## src/asrc_consts.vh

```
// Timing figures and derived cycle counts for the asynchronous SRAM controller.
// Assumes a 250 MHz ref_clk; counts round minimum times up, never below one cycle.
`ifndef ASRC_CONSTS_VH
`define ASRC_CONSTS_VH

`define ASRC_CLK_PS 4000
`define ASRC_T_RC_NS 70
`define ASRC_T_AA_NS 70
`define ASRC_T_DOE_NS 35
`define ASRC_T_HZ_NS 25
`define ASRC_T_WC_NS 70
`define ASRC_T_AW_NS 60
`define ASRC_T_PWE_NS 45
`define ASRC_T_SD_NS 30
`define ASRC_T_HD_NS 0
`define ASRC_T_SA_NS 0
`define ASRC_CYC(ns) ((((ns) * 1000) + `ASRC_CLK_PS - 1) / `ASRC_CLK_PS)
`define ASRC_ATLEAST1(c) (((c) < 1) ? 1 : (c))

`endif

```

## src/asrc_ctrl.v

```verilog
// Host-side controller for an asynchronous 16-bit SRAM with byte lanes.
// Assumes the memory pins are wired directly; data pins are split in/out/enable.
`timescale 1ns/1ps
`include "asrc_consts.vh"

module asrc_ctrl #(
    parameter AW = 21
) (
    ref_clk,
    rst_n,
    byte_mode,
    req_valid,
    req_write,
    req_addr,
    req_lanes,
    req_wdata,
    req_ready,
    rsp_valid,
    rsp_rdata,
    mem_addr,
    extra_address_bit,
    select_n,
    select_hi,
    write_n,
    out_gate_n,
    upper_lane_n,
    lower_lane_n,
    data_pins_in,
    data_pins_out,
    data_pins_oe_n
);
    input wire ref_clk;
    input wire rst_n;
    input wire byte_mode;
    input wire req_valid;
    input wire req_write;
    input wire [AW:0] req_addr;
    input wire [1:0] req_lanes;
    input wire [15:0] req_wdata;
    output wire req_ready;
    output reg rsp_valid;
    output reg [15:0] rsp_rdata;
    output reg [AW-1:0] mem_addr;
    output reg extra_address_bit;
    output reg select_n;
    output reg select_hi;
    output reg write_n;
    output reg out_gate_n;
    output reg upper_lane_n;
    output reg lower_lane_n;
    input wire [15:0] data_pins_in;
    output reg [15:0] data_pins_out;
    output reg data_pins_oe_n;

    // ----------------------------------------------------------------
    // Timing counts
    // ----------------------------------------------------------------
    // Read waits the longest access time so any of address, select, gate or lane paths is met.
    localparam integer RD_NUM = `ASRC_ATLEAST1(`ASRC_CYC(`ASRC_T_AA_NS));
    localparam integer WR_NUM = `ASRC_ATLEAST1(`ASRC_CYC(`ASRC_T_AW_NS));
    localparam integer HZ_NUM = `ASRC_ATLEAST1(`ASRC_CYC(`ASRC_T_HZ_NS));
    localparam integer WC_NUM = `ASRC_ATLEAST1(`ASRC_CYC(`ASRC_T_WC_NS));
    // The counter is five bits wide; every count above fits, so the slices drop only zero bits.
    localparam [4:0] RD_CYC = RD_NUM[4:0];
    localparam [4:0] WR_CYC = WR_NUM[4:0];
    localparam [4:0] HZ_CYC = HZ_NUM[4:0];
    localparam [4:0] WC_CYC = WC_NUM[4:0];

    localparam [2:0] ST_IDLE = 3'h0;
    localparam [2:0] ST_READ = 3'h1;
    localparam [2:0] ST_WRITE = 3'h2;
    localparam [2:0] ST_WEND = 3'h3;
    localparam [2:0] ST_TURN = 3'h4;

    reg [2:0] state_q;
    reg [4:0] cnt_q;
    reg [15:0] din_s1_q;
    reg [15:0] din_s2_q;

    assign req_ready = (state_q == ST_IDLE);

    // ----------------------------------------------------------------
    // Data pin synchroniser
    // ----------------------------------------------------------------
    always @(posedge ref_clk or negedge rst_n) begin
        if (!rst_n) begin
            din_s1_q <= 16'h0000;
            din_s2_q <= 16'h0000;
        end else begin
            din_s1_q <= data_pins_in;
            din_s2_q <= din_s1_q;
        end
    end

    // ----------------------------------------------------------------
    // Access sequencer
    // ----------------------------------------------------------------
    always @(posedge ref_clk or negedge rst_n) begin
        if (!rst_n) begin
            state_q <= ST_IDLE;
            cnt_q <= 5'h00;
            rsp_valid <= 1'b0;
            rsp_rdata <= 16'h0000;
            mem_addr <= {AW{1'b0}};
            extra_address_bit <= 1'b0;
            select_n <= 1'b1;
            select_hi <= 1'b0;
            write_n <= 1'b1;
            out_gate_n <= 1'b1;
            upper_lane_n <= 1'b1;
            lower_lane_n <= 1'b1;
            data_pins_out <= 16'h0000;
            data_pins_oe_n <= 1'b1;
        end else begin
            rsp_valid <= 1'b0;
            case (state_q)
                ST_IDLE: begin
                    if (req_valid && (req_lanes != 2'b00 || byte_mode)) begin
                        // Address before or with the strobes; no change until the access ends.
                        mem_addr <= req_addr[AW-1:0];
                        extra_address_bit <= byte_mode ? req_addr[AW] : 1'b0;
                        select_n <= 1'b0;
                        select_hi <= 1'b1;
                        upper_lane_n <= byte_mode ? 1'b1 : ~req_lanes[1];
                        lower_lane_n <= byte_mode ? 1'b0 : ~req_lanes[0];
                        if (req_write) begin
                            write_n <= 1'b0;
                            out_gate_n <= 1'b1;
                            data_pins_out <= req_wdata;
                            data_pins_oe_n <= 1'b0;
                            cnt_q <= WR_CYC;
                            state_q <= ST_WRITE;
                        end else begin
                            data_pins_oe_n <= 1'b1;
                            out_gate_n <= 1'b0;
                            cnt_q <= RD_CYC;
                            state_q <= ST_READ;
                        end
                    end else if (req_valid) begin
                        rsp_valid <= 1'b1;
                    end
                end
                ST_READ: begin
                    if (cnt_q > 5'h01) begin
                        cnt_q <= cnt_q - 5'h01;
                    end else begin
                        // Two cycles pass before the sample: the pins settle through the synchroniser.
                        cnt_q <= 5'h00;
                        state_q <= ST_WEND;
                    end
                end
                ST_WRITE: begin
                    if (cnt_q > 5'h01) begin
                        cnt_q <= cnt_q - 5'h01;
                    end else begin
                        // Strobe ends first; data stays one more cycle for hold.
                        write_n <= 1'b1;
                        cnt_q <= (WC_CYC > WR_CYC) ? (WC_CYC - WR_CYC) : 5'h01;
                        state_q <= ST_WEND;
                    end
                end
                ST_WEND: begin
                    if (!write_n || !out_gate_n) begin
                        // Read path: hold two more cycles for the synchroniser delay.
                        if (cnt_q < 5'h02) begin
                            cnt_q <= cnt_q + 5'h01;
                        end else begin
                            rsp_rdata <= {upper_lane_n ? 8'h00 : din_s2_q[15:8],
                                          lower_lane_n ? 8'h00 : din_s2_q[7:0]};
                            rsp_valid <= 1'b1;
                            out_gate_n <= 1'b1;
                            select_n <= 1'b1;
                            select_hi <= 1'b0;
                            upper_lane_n <= 1'b1;
                            lower_lane_n <= 1'b1;
                            cnt_q <= HZ_CYC;
                            state_q <= ST_TURN;
                        end
                    end else begin
                        data_pins_oe_n <= 1'b1;
                        select_n <= 1'b1;
                        select_hi <= 1'b0;
                        upper_lane_n <= 1'b1;
                        lower_lane_n <= 1'b1;
                        rsp_valid <= 1'b1;
                        state_q <= ST_TURN;
                    end
                end
                ST_TURN: begin
                    // Bus turnaround: memory output float time after a read, the rest of the write cycle after a write.
                    if (cnt_q > 5'h01) begin
                        cnt_q <= cnt_q - 5'h01;
                    end else begin
                        cnt_q <= 5'h00;
                        state_q <= ST_IDLE;
                    end
                end
                default: begin
                    state_q <= ST_IDLE;
                end
            endcase
        end
    end

endmodule // asrc_ctrl

```

## config.mk

```make
export PLATFORM = sky130hd
export DESIGN_NAME = asrc_ctrl
export DESIGN_NICKNAME = d
export VERILOG_FILES = /design/src/asrc_ctrl.v
export VERILOG_INCLUDE_DIRS = /design/src
export SDC_FILE = /design/constraint.sdc
export NUM_CORES = 1
export LEC_CHECK = 0
export ABC_CLOCK_PERIOD_IN_PS = 4700
export BUFFER_PORTS_ARGS = -buffer_cell sky130_fd_sc_hd__buf_4
export CAP_MARGIN = 10
export CORE_UTILIZATION = 54
export CTS_CLUSTER_SIZE = 10
export DETAILED_ROUTE_END_ITERATION = 10
export PLACE_DENSITY = 0.91
export SKIP_LAST_GASP = 1
export SYNTH_ARGS = -nofsm -noshare
export SYNTH_HDL_FRONTEND = slang
export SYNTH_SLANG_ARGS = --single-unit
```

## constraint.sdc

```tcl
create_clock -name ref_clk -period 4.7 [get_ports ref_clk]
set_input_delay 0.47 -clock ref_clk [delete_from_list [all_inputs] [get_ports ref_clk]]
set_output_delay 0.47 -clock ref_clk [all_outputs]
set_load 0.02 [all_outputs]
```

* After elaboration in Yosys (flattened, before gate mapping)
Index checks and enable logic that the tools add are counted.
Word-level totals: bits in registers 102, logic and storage cells 105, output and inout bits 63, input bits 61
Operators by class: mux-type cells 48, bitwise logic cells 3, reductions and logical operators 21, add/subtract/negate cells 2, order comparisons 2, equality and inequality tests 13
Operator list (count):
- $mux 5 | 6
- $mux 1 | 24
- $pmux 5 s4 | 1
- $mux 8 | 2
- $pmux 1 s2 | 8
- $mux 3 | 5
- $reduce_and 3->1 | 5
- $ne 2x2->1 const B | 7
- $pmux 3 s4 | 1
- $reduce_and 4->1 | 3
- $eq 3x2->1 const B | 2
- $reduce_bool 2->1 | 3
- $add 5x1->5 const B | 1
- $gt 5x1->1 const B | 1
- $lt 5x2->1 const B | 1
- $sub 5x1->5 const B | 1
- $reduce_bool 4->1 | 1
- $reduce_or 2->1 | 2
- $eq 3x1->1 const B | 1
- $eq 3x3->1 const B | 1
- $logic_not 3->1 | 1
- $ne 3x3->1 const B | 1
- $not 1->1 | 3
- $logic_not 1->1 | 2
- 5 further kinds | 6

* Depth between registers and ports, before layout
depth in word-level cells 5, depth in mapped cells 7, depth with buffers taken out 6

* Worst setup path after synthesis
No wires, ideal clock.
path kind flip-flop to flip-flop, from reg state_q[2], to reg data_pins_out[10], required time 4575 ps, library setup time 125 ps, period minus slack after synthesis 1836 ps, path buffers 2, arrival 1711 ps, cell stages (with the launch flop) 6, path slack 2864 ps, cell sequence dfrtp_1 -> buf_6 -> or4b_4 -> nor2_4 -> buf_6 -> mux2_2
On the way: cells in the longest elaborated chain, start to end 2
RTL lines:
- start: declaration | RTL line asrc_ctrl.v:75 | reg [2:0] state_q;
- start signal: assignment | RTL line asrc_ctrl.v:100 | state_q <= ST_IDLE;
- start signal: assignment | RTL line asrc_ctrl.v:132 | state_q <= ST_WRITE;
- start signal: assignment | RTL line asrc_ctrl.v:137 | state_q <= ST_READ;
- $logic_not 3->1 | RTL line asrc_ctrl.v:116 | case (state_q)
- $reduce_and 3->1 (no line)
- end signal: assignment | RTL line asrc_ctrl.v:129 | data_pins_out <= req_wdata;
- end: declaration | RTL line asrc_ctrl.v:52 | output reg [15:0] data_pins_out;
Every way passes these cells. A chain may end at the register's enable or synchronous reset.

* Worst setup path in the final report
from reg state_q[2], to reg out_gate_n
On the way: cells in the longest elaborated chain, start to end 3, elaborated cells on any way between the ends 8, those cells by class eq/ne (4); mux (1); reduce/logical (3)
RTL lines:
- $eq 3x2->1 or $logic_not 3->1 (tied branches) | RTL line asrc_ctrl.v:116
- $ne 2x2->1 (no line) (tied with other cells)
- $reduce_and 4->1 (no line)
- end signal: assignment | RTL line asrc_ctrl.v:109 | out_gate_n <= 1'b1;
- end signal: assignment | RTL line asrc_ctrl.v:128 | out_gate_n <= 1'b1;
- end signal: assignment | RTL line asrc_ctrl.v:135 | out_gate_n <= 1'b0;
- end: declaration | RTL line asrc_ctrl.v:48 | output reg out_gate_n;
Several ways; a longest one is shown, not always the timed one.

==> run metrics <==
status complete, no violations; root buf cell clkbuf_8; VDD IR max between 0.3 and 0.4 mV; CTS clk-pin slew, worst paths 0.11 ns; Final ANT Viol Nets 0; Hold Crit Class in2async; Max Buffers Root-to-Sink 2; WP data required 4.97 ns; CP Launch Type flip-flop; initial antenna violation count 0; Final Max Slew Viols 0; vias per cell around 5.3; gr busiest metal met2; Lkg Pwr 2.55 nW; commonest non-fill, non-tap cell in the layout buf_4; Synth Area per Inst roughly 11 sq um; IO buf count 123; Arr. time, crit path 2.58 ns; setup repair bufs after CTS 0; number of hold violations in the final report 0; Std-Cell Rows 30; Mapped Cells ~350; most frequent cells in the layout buf_4 (125), dfrtp_1 (96), nand2_1 (85); setup TNS 0 ns; layout cell share with drive strength beyond 1 36.4%; GRT Resource Usage Total 23.2%; Max Clk Rate 433 MHz; final core utilization 74.8%; total CTS buffers 9; first-pass GRT wire length between 10 and 15 mm; Final HPWL DP 6.19 mm; CP max stage delay 0.75 ns; Syn Std Cell Area a little under 4000 sq um; number of synthesis warnings 0; met1 usage 28.3%; DR DRC count 0; Top FF cell, synth dfrtp_1; RSZ-0062 raised after global routing false; IO Count 124; Slew HR 31.8%; Post-CTS Resized 0; DR vias 3036; hold_buf cts 0; initial core utilization 57.3%; crit path kind reg2reg; core area just under 7000 sq um; TritonCTS clock tree yes; number of flops mapped to enable cells by yosys 0; worst clock skew 0.0124 ns; Placer Congestion about 0.85; largest net degree at the start of global routing 53; Worst path slowest cell nor2_2; sequential area share after synthesis between 60% and 70%; final worst-path cycle share approximately 49%; Yosys cell types 45; Crit. Startpoint state_q[2]; max cap viols 0; Die Span Y 87.8 um; number of global-route vias before repair ~3.0k; register bit total from synthesis a little over 100; H-tree Lvls 3; pwr dens 671 nW/um^2; Avg WL per Cell 15.2 um; drt total wl 8.69 mm; R2R Path Start state_q[2]; met2 Usage GRT around two fifths; synthesized netlist net count 412; crit-path cells or4b_4 -> nor2_2 -> nor2_1 -> a21oi_1; met3 Use GR 5.28%; Die Wd between 80 and 90 um; final setup fails 0; Iter 0 DRT Violations 169; Sink Count about 100; Die ar. a little under 8000 sq um; DRT Pass-1 Iters 7; gr ovfl total 0; min Tclk post-route 2.31 ns; Worst Tran Pin Value 1.02 ns; Skew-Pair Late Insertion Delay about 0.35 ns; worst-path fanout max 26; area grow syn2layout 30.6%; fraction of registers with async set or reset after synthesis 100%; Ant. Diodes 0; Worst Setup End Kind flip-flop; Layout fillers approximately 470; nets between 500 and 600
path summary, 6_finish.rpt:
path	end	slack [ns]	depth (start not counted)
worst min-delay path	data_pins_out[1]	0.11	1
worst min register to register	din_s2_q[12]	0.36	0
min in group ref_clk	din_s1_q[15]	0.21	1
worst max register to register	out_gate_n	2.39	4
max in group asynchronous	data_pins_out[8]	3.52	2
worst max-delay path	out_gate_n	2.39	4
power by group:
part / total [mW] / internal, mW / switching (mW) / leakage (nW)
registers: 1.40 / 1.17 / 0.237 / 1.24
clock network: 0.630 / 0.313 / 0.317 / 0.119
logic: 1.45 / 0.636 / 0.818 / 1.19
sequential cells by signal (all words and copies together) (netlist names), 3 cells and up:
signal,flops
mem_addr,21
din_s1_q,16
cnt_q,5
rsp_rdata,16
state_q,3
data_pins_out,16
din_s2_q,16
through the flow:
stage,hold slack [ns],area [sq um],power (mW),cells,setup WS [ns]
2_1_floorplan,0.174,3980,2.28,348,2.86
3_3_place_gp,0.332,4960,2.79,555,2.50
5_1_grt,0.167,5200,3.70,571,2.25
4_1_cts,0.129,5200,3.50,571,2.41
6_report,0.115,5200,3.49,571,2.39
3_5_place_dp,0.336,4960,2.87,555,2.44
Yosys cell counts, types with 3 or more instances:
master / number / area share [%]
nand2_1: 85 / 8.0
dfrtp_1: 96 / 60
inv_1: 6 / 0.57
clkbuf_1: 4 / 0.38
o211ai_1: 3 / 0.57
a22o_1: 3 / 0.66
buf_2: 8 / 1.0
nor2_1: 11 / 1.0
nand2b_1: 19 / 3.0
o21ai_0: 31 / 3.9
mux2_2: 16 / 4.5
dfstp_2: 6 / 4.0
o31ai_1: 4 / 0.75
nor3_1: 5 / 0.63
o21a_1: 3 / 0.57
ha_1: 3 / 0.94
nand3_1: 3 / 0.38
a21oi_1: 4 / 0.50
layout make-up:
type                    instances  area [sq um]  share of cell area [%]
flip-flops and latches        102          2560                    49.3
multi-input cells             226          1320                    25.4
repair buffers                125           938                    18.1
clock buffers                   9           124                    2.38
well taps                      96           120                    2.31
clock inverters                 7           114                    2.19
inverters                       6          22.5                   0.433
critical path, delay by kind of cell (launching register included):
family | cells | cell delay [ns]
simple gates | 3 | 1.46
flops | 1 | 0.59
compound gates | 1 | 0.17
metal layers:
| metal | vias to the layer above | wire (um) |
|---|---|---|
| li1 | 1422 | - |
| met1 | 1477 | 3520 |
| met2 | 122 | 4420 |
| met3 | 15 | 603 |
| met4 | 0 | 150 |
| met5 | - | 0 |
cells by family (layout without fill, tap and decap cells):
| group | after synthesis | count (layout) | synth area share [%] |
|---|---|---|---|
| AOI/OAI and AO/OA | 65 | 65 | 10.5 |
| xor gates and xnor gates | 2 | 2 | 0.440 |
| adders and majority gates | 3 | 3 | 0.944 |
| buffers and inverters | 20 | 147 | 2.52 |
| DFF | 102 | 102 | 64.4 |
| muxes | 16 | 16 | 4.53 |
| and+or+nand+nor | 140 | 140 | 16.7 |
Note: power is estimated with default switching activity, not from simulation.
